[src/inc/cxs_pkg.sv]
`default_nettype none
package cxs_pkg;

  // Register indices; byte address is four times the index
  localparam logic [3:0]  CXS_IDX_SEL_LOW   = 4'h4;
  localparam logic [3:0]  CXS_IDX_SEL_HIGH  = 4'h6;
  localparam logic [11:0] CXS_ADDR_SEL_LOW  = {6'h00, CXS_IDX_SEL_LOW, 2'h0};
  localparam logic [11:0] CXS_ADDR_SEL_HIGH = {6'h00, CXS_IDX_SEL_HIGH, 2'h0};

  // Field layout
  localparam int          CXS_FIELD_W   = 2;
  localparam int          CXS_NUM_MUX   = 32;
  localparam int          CXS_PER_REG   = 16;
  localparam logic [31:0] CXS_SEL_RESET = 32'h0000_0000;
  localparam logic [31:0] CXS_RDATA_NONE = 32'h0000_0000;

  // Address width of the register port
  localparam int          CXS_AW = 12;

  // APB request carrier
  typedef struct packed {
    logic              psel;
    logic              penable;
    logic              pwrite;
    logic [CXS_AW-1:0] paddr;
    logic [31:0]       pwdata;
    logic [3:0]        pstrb;
  } cxs_apb_req_t;

  // APB answer carrier
  typedef struct packed {
    logic        pready;
    logic        pslverr;
    logic [31:0] prdata;
  } cxs_apb_rsp_t;

endpackage : cxs_pkg
`default_nettype wire

[src/rtl/cxs_output_two_regs.sv]
`timescale 1ns/10ps
`default_nettype none
module cxs_output_two_regs #(
  parameter int NUM_MUX = cxs_pkg::CXS_NUM_MUX
) (
  // Clock, reset, enable
  input  wire logic                 clk,
  input  wire logic                 sys_rst,
  input  wire logic                 clk_en,
  // APB slave
  input  wire cxs_pkg::cxs_apb_req_t apb_req,
  output var cxs_pkg::cxs_apb_rsp_t apb_rsp,
  // Crossbar candidates, four per multiplexer
  input  wire logic [4*NUM_MUX-1:0] cand_in,
  // Multiplexer results and current selects
  output logic [NUM_MUX-1:0]        mux_out,
  output logic [2*NUM_MUX-1:0]      sel_out
);
  import cxs_pkg::*;

  ////////////////////////////////////////////////////////////////////////////
  // Decode

  // Byte lanes merged into a word
  function automatic logic [31:0] cxs_merge(input logic [31:0] old_v,
                                            input logic [31:0] new_v,
                                            input logic [3:0]  strb);
    logic [31:0] res;
    // Start from the held word
    res = old_v;
    for (int b = 0; b < 4; b++) begin
      if (strb[b]) begin
        res[8*b +: 8] = new_v[8*b +: 8];
      end
    end
    return res;
  endfunction : cxs_merge

  logic        acc;          // Access phase
  logic        hit_low;      // Low register hit
  logic        hit_high;     // High register hit
  logic [31:0] sel_low_q;    // Selects 0..15
  logic [31:0] sel_high_q;   // Selects 16..31
  logic [31:0] prdata_q;     // Registered read data
  logic        pslverr_q;    // Registered error
  logic        rd_done_q;    // Read answer ready

  // Access phase and the two address hits
  assign acc      = apb_req.psel & apb_req.penable;
  assign hit_low  = apb_req.paddr == CXS_ADDR_SEL_LOW;
  assign hit_high = apb_req.paddr == CXS_ADDR_SEL_HIGH;

  ////////////////////////////////////////////////////////////////////////////
  // Select registers

  // Writes land at the access edge; only sys_rst clears them
  always_ff @(posedge clk) begin
    if (sys_rst) begin
      // Reset acts even with the enable low
      sel_low_q  <= CXS_SEL_RESET;
      sel_high_q <= CXS_SEL_RESET;
    end else if (clk_en && acc && apb_req.pwrite) begin
      // Low register
      if (hit_low) begin
        sel_low_q <= cxs_merge(sel_low_q, apb_req.pwdata,
                               apb_req.pstrb);
      end
      // High register
      if (hit_high) begin
        sel_high_q <= cxs_merge(sel_high_q, apb_req.pwdata,
                                apb_req.pstrb);
      end
    end
  end

  ////////////////////////////////////////////////////////////////////////////
  // Read path and answer

  // Reads take one wait cycle; data from flops
  always_ff @(posedge clk) begin
    if (sys_rst) begin
      prdata_q  <= CXS_RDATA_NONE;
      pslverr_q <= 1'b0;
      rd_done_q <= 1'b0;
    end else if (clk_en) begin
      if (acc && !rd_done_q) begin
        // Capture data and error
        rd_done_q <= !apb_req.pwrite;
        pslverr_q <= !(hit_low || hit_high);
        // Pick the word to return
        if (apb_req.pwrite) begin
          // Writes carry no data back
          prdata_q <= CXS_RDATA_NONE;
        end else if (hit_low) begin
          prdata_q <= sel_low_q;
        end else if (hit_high) begin
          prdata_q <= sel_high_q;
        end else begin
          // Unmapped read returns zero
          prdata_q <= CXS_RDATA_NONE;
        end
      end else begin
        // Answer given or bus idle
        rd_done_q <= 1'b0;
      end
    end
  end

  // Writes answer at once, reads one cycle later
  // A low enable stalls both, so no write is acknowledged unlanded
  always_comb begin
    apb_rsp.pready  = acc & clk_en & (apb_req.pwrite | rd_done_q);
    // Error shows only with the ready that carries it
    if (apb_req.pwrite) begin
      apb_rsp.pslverr = apb_rsp.pready & !(hit_low | hit_high);
    end else begin
      apb_rsp.pslverr = apb_rsp.pready & pslverr_q;
    end
    apb_rsp.prdata  = prdata_q;
  end

  ////////////////////////////////////////////////////////////////////////////
  // Routing

  // Flat select vector, mux n at bits 2n+1:2n
  assign sel_out = {sel_high_q, sel_low_q};

  // One multiplexer per source
  for (genvar n = 0; n < NUM_MUX; n++) begin : g_mux
    cxs_sel_mux u_mux (
      .cand_in  (cand_in[4*n +: 4]),
      .sel      (sel_out[2*n +: 2]),
      .pick_out (mux_out[n])
    );
  end

  ////////////////////////////////////////////////////////////////////////////
  // Assertions

  // Full-word writes, the cases the write checks cover
  logic wr_low;
  logic wr_high;
  assign wr_low  = clk_en & acc & apb_req.pwrite & hit_low
                   & (apb_req.pstrb == 4'hF);
  assign wr_high = clk_en & acc & apb_req.pwrite & hit_high
                   & (apb_req.pstrb == 4'hF);

  // A full low write lands whole
  low_write_a: assert property (@(posedge clk) disable iff (sys_rst)
    wr_low |=> sel_low_q == $past(apb_req.pwdata))
    else $error("low select write lost");

  // A full high write lands whole
  high_write_a: assert property (@(posedge clk) disable iff (sys_rst)
    wr_high |=> sel_high_q == $past(apb_req.pwdata))
    else $error("high select write lost");

  // Top multiplexer follows its select code
  mux_pick_a: assert property (@(posedge clk) disable iff (sys_rst)
    mux_out[31] == cand_in[4*31 + sel_high_q[31:30]])
    else $error("mux 31 picks wrong candidate");

  // Mux 16 uses high bits 1:0, mux 15 low bits 31:30
  field_map_a: assert property (@(posedge clk) disable iff (sys_rst)
    mux_out[16] == cand_in[4*16 + sel_high_q[1:0]] &&
    mux_out[15] == cand_in[4*15 + sel_low_q[31:30]])
    else $error("select field map wrong");

  // Reset clears both registers
  reset_zero_a: assert property (@(posedge clk)
    sys_rst |=> sel_low_q == 32'h0000_0000 && sel_high_q == 32'h0000_0000)
    else $error("selects not cleared by reset");

  // Low register reads back what it holds
  read_back_a: assert property (@(posedge clk) disable iff (sys_rst)
    clk_en && acc && !apb_req.pwrite && hit_low && !rd_done_q
    |=> prdata_q == $past(sel_low_q))
    else $error("read data mismatch");

  // High register reads back what it holds
  high_read_a: assert property (@(posedge clk) disable iff (sys_rst)
    clk_en && acc && !apb_req.pwrite && hit_high && !rd_done_q
    |=> prdata_q == $past(sel_high_q))
    else $error("high read data mismatch");

  // A read waits one cycle for its data
  read_wait_a: assert property (@(posedge clk) disable iff (sys_rst)
    clk_en && acc && !apb_req.pwrite && !rd_done_q |-> !apb_rsp.pready)
    else $error("read answered without wait");

  // Routing takes the new select one cycle on
  route_next_a: assert property (@(posedge clk) disable iff (sys_rst)
    wr_low |=> sel_out[1:0] == $past(apb_req.pwdata[1:0]))
    else $error("routing not updated next cycle");

  // Nothing is acknowledged while frozen
  bus_stall_a: assert property (@(posedge clk) disable iff (sys_rst)
    !clk_en |-> !apb_rsp.pready)
    else $error("bus answered while frozen");

  // Unmapped writes leave both registers alone
  bad_write_a: assert property (@(posedge clk) disable iff (sys_rst)
    clk_en && acc && apb_req.pwrite && !hit_low && !hit_high
    |=> $stable(sel_low_q) && $stable(sel_high_q))
    else $error("unmapped write changed a select");

  // Enable low freezes the selects
  hold_sel_a: assert property (@(posedge clk) disable iff (sys_rst)
    !clk_en |=> $stable(sel_low_q) && $stable(sel_high_q))
    else $error("selects moved while frozen");

  // Main scenarios to be reached
  cov_stall: cover property (@(posedge clk) acc && !clk_en);
  cov_wr_low: cover property (@(posedge clk) wr_low);
  cov_wr_high: cover property (@(posedge clk) wr_high);
  cov_rd: cover property (@(posedge clk) apb_rsp.pready && !apb_req.pwrite);
  cov_err: cover property (@(posedge clk) apb_rsp.pready && apb_rsp.pslverr);

endmodule : cxs_output_two_regs
`default_nettype wire

[src/rtl/cxs_sel_mux.sv]
`timescale 1ns/10ps
`default_nettype none
// One source multiplexer: picks one of four candidate inputs
module cxs_sel_mux (
  // Candidates and select
  input  wire logic [3:0] cand_in,
  input  wire logic [1:0] sel,
  // Picked value
  output logic            pick_out
);
  import cxs_pkg::*;

  // Select code is the candidate number directly
  always_comb begin
    pick_out = cand_in[sel];
  end

endmodule : cxs_sel_mux
`default_nettype wire

[config.mk]
export PLATFORM = sky130hd
export DESIGN_NAME = cxs_output_two_regs
export DESIGN_NICKNAME = d
export VERILOG_FILES = /design/src/inc/cxs_pkg.sv /design/src/rtl/cxs_output_two_regs.sv /design/src/rtl/cxs_sel_mux.sv
export SDC_FILE = /design/constraint.sdc
export NUM_CORES = 1
export LEC_CHECK = 0
export BUFFER_PORTS_ARGS = -buffer_cell sky130_fd_sc_hd__buf_2
export CELL_PAD_IN_SITES_DETAIL_PLACEMENT = 0
export CELL_PAD_IN_SITES_GLOBAL_PLACEMENT = 1
export CORE_MARGIN = 8
export CORE_UTILIZATION = 33
export CTS_BUF_LIST = sky130_fd_sc_hd__clkbuf_2
export DETAILED_ROUTE_END_ITERATION = 16
export PLACE_DENSITY_LB_ADDON = 0.1
export SYNTH_ARGS = -nofsm -noshare
export SYNTH_HDL_FRONTEND = slang
export SYNTH_HIERARCHICAL = 1
export SYNTH_SLANG_ARGS = --single-unit
[constraint.sdc]
create_clock -name clk -period 3.8 [get_ports clk]
set_input_delay 0 -clock clk [delete_from_list [all_inputs] [get_ports clk]]
set_output_delay 0 -clock clk [all_outputs]
set_load 0.02 [all_outputs]
Word level (Yosys, flattened, before mapping)

Cells that the tools add are included.

Bits in registers: 98
Input port bits: 182
Word-level logic and storage cells: 138

$lt $le $gt $ge: 32
Equal/unequal tests: 2
Muxes and demuxes: 69
Bitwise gates (word level): 7
Reduce and logical (&&, ||, !) cells: 17

Operators by type and width:

| kind                  | count |
|---|---|
| $lt A2 B3 Y1 const B  | 32 |
| $mux W32              | 3 |
| $bmux W1 S2           | 32 |
| $mux W1               | 34 |
| $eq A12 B5 Y1 const B | 2 |
| $reduce_and A3 Y1     | 8 |
| $and A1 B1 Y1         | 5 |
| $logic_not A1 Y1      | 4 |
| $logic_and A1 B1 Y1   | 3 |
| $or A1 B1 Y1          | 2 |
| $reduce_and A2 Y1     | 1 |
| $logic_or A1 B1 Y1    | 1 |

Depth between registers and ports, before layout

Depth after elaboration: 5
Gate-level depth with buffers: 6

Modules after synthesis

The synthesis kept the hierarchy.

By module, submodules not included:

| module              | instances | cells each | area an instance (um^2) |
|---|---|---|---|
| cxs_output_two_regs | 1         | 431        | 4036.4 |
| cxs_sel_mux         | 32        | 1          | 22.5 |

Least setup slack after synthesis

No wires, ideal clock.

Path type: flip-flop to flip-flop
Start point: register rd_done_q
End point: register prdata_q[2]
Library setup time: 0.069 ns
Arrival time: 1.441 ns
Required time: 3.731 ns
Path slack: 2.290 ns
Cell stages (with the launch flop): 7
Buffers on the path: 2
Cells stage by stage: dfxtp_1 > nor2_1 > or2b_2 > or3_1 > buf_6 > buf_6 > o2bb2ai_4

Longest elaborated chain between the ends: 3

RTL lines:

| item                        | RTL line                  | source |
|---|---|---|
| start: declaration          | cxs_output_two_regs.sv:46 | `logic rd_done_q;` |
| start signal: assignment    | cxs_output_two_regs.sv:88 | `rd_done_q <= !apb_req.pwrite;` |
| $logic_not A1 Y1            | cxs_output_two_regs.sv:86 | `if (acc && !rd_done_q) begin` |
| $logic_and A1 B1 Y1         | cxs_output_two_regs.sv:86 |  |
| $reduce_and A2 Y1 (no line) | n/a                       |  |
| end signal: assignment      | cxs_output_two_regs.sv:95 | `prdata_q <= sel_low_q;` |
| end signal: assignment      | cxs_output_two_regs.sv:97 | `prdata_q <= sel_high_q;` |
| end: declaration            | cxs_output_two_regs.sv:44 | `logic [31:0] prdata_q;` |

No other way between the ends.
A chain may end at the register's enable or synchronous reset.

Worst setup path in the final report

Start point: input port apb_req[39] (netlist bit)
End point: register sel_low_q[25]

Longest elaborated chain between the ends: 2

RTL lines:

| item                        | RTL line                  | source |
|---|---|---|
| start: declaration          | cxs_output_two_regs.sv:11 | `input wire cxs_pkg::cxs_apb_req_t apb_req,` |
| $eq A12 B5 Y1               | cxs_output_two_regs.sv:50 | `assign hit_low = apb_req.paddr == CXS_ADDR_SEL_LOW;` |
| $reduce_and A3 Y1 (no line) | n/a                       |  |
| end signal: assignment      | cxs_output_two_regs.sv:65 | `sel_low_q <= cxs_merge(sel_low_q, apb_req.pwdata,` |
| end: declaration            | cxs_output_two_regs.sv:42 | `logic [31:0] sel_low_q;` |

No other way between the ends.

==> implementation parameters <==
Parameter                              Value

Global route
  Total congestion overflow ... 0
  First-pass GRT wire length ... between 20000 and 30000 um
  Global routing usage summed across all routing layers ... 0.205
  Pin count of the biggest net entering global routing ... 49
  Via count of the first global-routing pass ... between 5000 and 6000
  Number of antenna violations at the first check in global routing ... 2

Route
  Vias per std cell ... approximately 5.3
  Total detailed-routing wirelength ... slightly below 20000 um
  Remaining DRCs ... 0
  Remaining antenna violation count ... 0
  Initial DRC count ... 257
  Number of detailed-route iterations in the first pass ... 5
  Routed via count ... 5324
  Routed wirelength normalized by instance count ... slightly below 20 um

CTS
  Clock buffer count from CTS ... 9
  Clock transition time at the flip-flop clock pins of the worst setup and hold paths ... 0.26 ns
  Clock Latency Late Sink ... around 0.6 ns
  TritonCTS clock tree ... built
  Longest Clk Path Bufs ... 2
  Total clock sinks ... between 90 and 100
  H-tree lvl count ... 3
  Number of post-CTS setup repair buffers ... 0
  Clock root buffer ... sky130_fd_sc_hd__clkbuf_2

Finish
  Fraction of layout instances using a drive strength above 1 ... 0.471
  Area overhead of the layout relative to synthesis ... 51.0%
  Net total in the final layout ... roughly 1000
  Number of cells in the finished layout apart from fillers ... around 1000

Logic synthesis
  Number of flops mapped to enable cells by yosys ... 0
  Cells after Synth ... 463
  Primary flip-flop cell chosen by synthesis mapping ... sky130_fd_sc_hd__dfxtp_1
  Synthesized net count ... ~650
  Combined area of all synthesized cells ... 4760 um^2
  Sequential-to-total area share from yosys stat ... 0.412
  YS warnings ... 6
  Count of distinct cell types in the synthesized netlist ... 27
  Synthesized area per cell ... roughly 10 um^2
  Async SR Flop Fraction ... 0
  Register bit total from synthesis ... 98

Timing
  Slew at the pin with the worst max-slew slack ... 1.07 ns
  Final count of negative-setup-slack endpoints ... 0
  Sum of negative setup slack ... 0 ns
  Achievable frequency ... 0.357 GHz
  Min cycle time layout ... ~2.8 ns
  Final Max Tran Viols ... 0
  Worst-case setup margin in the final layout ... approximately 1.0 ns
  Worst relative slew slack ... 0.283
  Setup repair after global routing missed its margin ... no
  Final worst-path cycle share ... 0.737
  Worst hold slack ... 0.0910 ns
  Maximum clock skew at final layout ... approximately 0.035 ns
  Number of endpoints with negative hold slack in the final report ... 0

Power and ir drop
  Relative contribution of combinational cells to total power ... 0.144
  Switching power of the nets ... ~0.48 mW
  Peak ir drop on the vdd network ... a little over 200 uV
  Total power draw ... ~1.9 mW
  Switching power as a share of total power ... 0.255
  Power share of the sequential group ... 0.548
  Internal power ... 1.40 mW
  Relative contribution of the clock network to total power ... 0.307
  Total leakage power ... around 3.1 nW
  Pwr per Cell Area ... about 260 nW/um^2

Hold path
  Worst hold path class ... primary input to flop
  Beginning of the worst hold path ... apb_req[42]

Placement
  Placed wire-length estimate after detailed placement ... 14500 um
  Final weighted congestion in routability-driven placement ... 0.742
  Pre-CTS setup slack ... around 1.7 ns
  Cell count after placement ... between 900 and 1000
  Count of buffers from port buffering ... 311

Die
  Initial core utilization ... 0.332
  Number of placement rows ... 44
  Die Y ... 136 um
  Total I/O pin count ... roughly 310
  Core Region ... 14300 um^2
  Chip width ... around 140 um
  Die area ... around 19000 um^2

Critical path
  Critical path class ... primary input to flop
  Launching instance or port of the critical path ... apb_req[39]
  End point of the critical path ... sel_low_q[25]
  Largest fanout of any net on the critical path ... 34
  Worst reg-to-reg path cell count ... 4
  R2r setup slk ... ~1.8 ns
  Worst r2r dst ... prdata_q[31]
  CP endpoint kind ... flop
  Worst EP arrival ... between 3 and 4 ns
  Nature of the critical path startpoint ... primary input
  Start of the worst register-to-register path ... rd_done_q
  Data required time at the worst endpoint ... about 4.4 ns

Status
  Status ... complete, no violations

Run
  Total of max-cap violations ... 0
## critical path: stages
cell	delay, ns
sky130_fd_sc_hd__dlygate4sd3_1	0.57
sky130_fd_sc_hd__buf_2	0.14
sky130_fd_sc_hd__buf_4	0.33
sky130_fd_sc_hd__nor2_4	0.84
sky130_fd_sc_hd__nand3_1	0.14
sky130_fd_sc_hd__dlygate4sd3_1	0.61
sky130_fd_sc_hd__a21oi_1	0.14
sky130_fd_sc_hd__dlygate4sd3_1	0.56
## synth_stat cells (2+ instances only)
cell type                   instances  area, um^2
sky130_fd_sc_hd__o21ai_0           65         325
sky130_fd_sc_hd__clkbuf_2           4        20.0
sky130_fd_sc_hd__mux4_2            32         721
sky130_fd_sc_hd__o2bb2ai_1         22         193
sky130_fd_sc_hd__dfxtp_1           98        1960
sky130_fd_sc_hd__o2bb2ai_2          9         135
sky130_fd_sc_hd__buf_6              4        45.0
sky130_fd_sc_hd__mux2i_1           32         320
sky130_fd_sc_hd__buf_2              4        20.0
sky130_fd_sc_hd__buf_1              2        7.51
sky130_fd_sc_hd__and4_2             4        40.0
sky130_fd_sc_hd__nor2_1             8        30.0
sky130_fd_sc_hd__nand4_1            5        31.3
sky130_fd_sc_hd__clkbuf_1          28         105
sky130_fd_sc_hd__a21oi_1           67         335
sky130_fd_sc_hd__nand2_1            2        7.51
sky130_fd_sc_hd__nand3_1           67         335
## cells by family after synthesis
group                  after synthesis  synth area share
AOI/OAI and AO/OA                  164             0.214
and+or+nand+nor                     94             0.113
buffers and inverters               43            0.0423
muxes                               64             0.219
DFF                                 98             0.412
## metrics by stage
step                 util  instance area (um^2)
floorplan               -                  4760
global placement    0.447                  6400
detailed placement  0.447                  6400
CTS                 0.502                  7180
global route        0.502                  7180
finish              0.502                  7180
## cell type report
cell class / count / area [um^2]
multi-input combinational: 322 / 2620
timing repair buffer: 380 / 2240
tap: 184 / 230
inverter: 1 / 3.75
sequential: 98 / 1960
antenna: 2 / 5.00
clock buffer: 13 / 65.1
fill: 1389 / 7130
clock inverter: 3 / 63.8
## cell usage in the layout (no fill, tap or decap), types with 3 or more instances in the layout
cell type | synthesis | final
sky130_fd_sc_hd__a21oi_1 | 67 | 67
sky130_fd_sc_hd__and4_2 | 4 | 4
sky130_fd_sc_hd__buf_2 | 4 | 311
sky130_fd_sc_hd__buf_4 | 0 | 4
sky130_fd_sc_hd__clkbuf_2 | 4 | 13
sky130_fd_sc_hd__dfxtp_1 | 98 | 98
sky130_fd_sc_hd__dlygate4sd3_1 | 0 | 65
sky130_fd_sc_hd__mux2i_1 | 32 | 32
sky130_fd_sc_hd__mux4_2 | 32 | 32
sky130_fd_sc_hd__nand3_1 | 67 | 67
sky130_fd_sc_hd__nand4_1 | 5 | 5
sky130_fd_sc_hd__nor2_1 | 8 | 5
sky130_fd_sc_hd__nor2_4 | 0 | 3
sky130_fd_sc_hd__o21ai_0 | 65 | 65
sky130_fd_sc_hd__o2bb2ai_1 | 22 | 22
sky130_fd_sc_hd__o2bb2ai_2 | 9 | 9
## sequential cells by signal (all words and copies together), names as in the netlist
signal,cells
prdata_q,32
sel_high_q,32
sel_low_q,32
pslverr_q,1
rd_done_q,1
## metal layers
layer	part of all wire	track usage	vias up
li1	-	-	2485
met1	0.39	0.232	2602
met2	0.51	0.368	222
met5	0	0	-
met3	0.089	0.0661	15
met4	0.010	0.0458	0
## power groups by stage
stage | Sequential [mW] | Combinational (mW) | Clock, mW
after floorplan | 1.05 | 0.0961 | 0
after CTS | 1.03 | 0.275 | 0.589
after global placement | 1.05 | 0.227 | 0
after detailed placement | 1.05 | 0.234 | 0
after global routing | 1.03 | 0.292 | 0.629
final | 1.03 | 0.272 | 0.579
## worst min path at each step
stage	end	slack, ns	cells after the start
5_1_grt	sel_low_q[9]	0.06	5
4_1_cts	sel_low_q[0]	0.04	5
2_1_floorplan	sel_high_q[0]	0.15	2
6_report	sel_high_q[2]	0.09	5
3_5_place_dp	sel_low_q[30]	0.27	3
3_3_place_gp	sel_low_q[0]	0.27	3
## repair_timing
action,in CTS,in global routing
hold endpoints to repair,66,0
hold buffers,65,0
resized for setup,0,0
(Power assumes the default switching activity.)
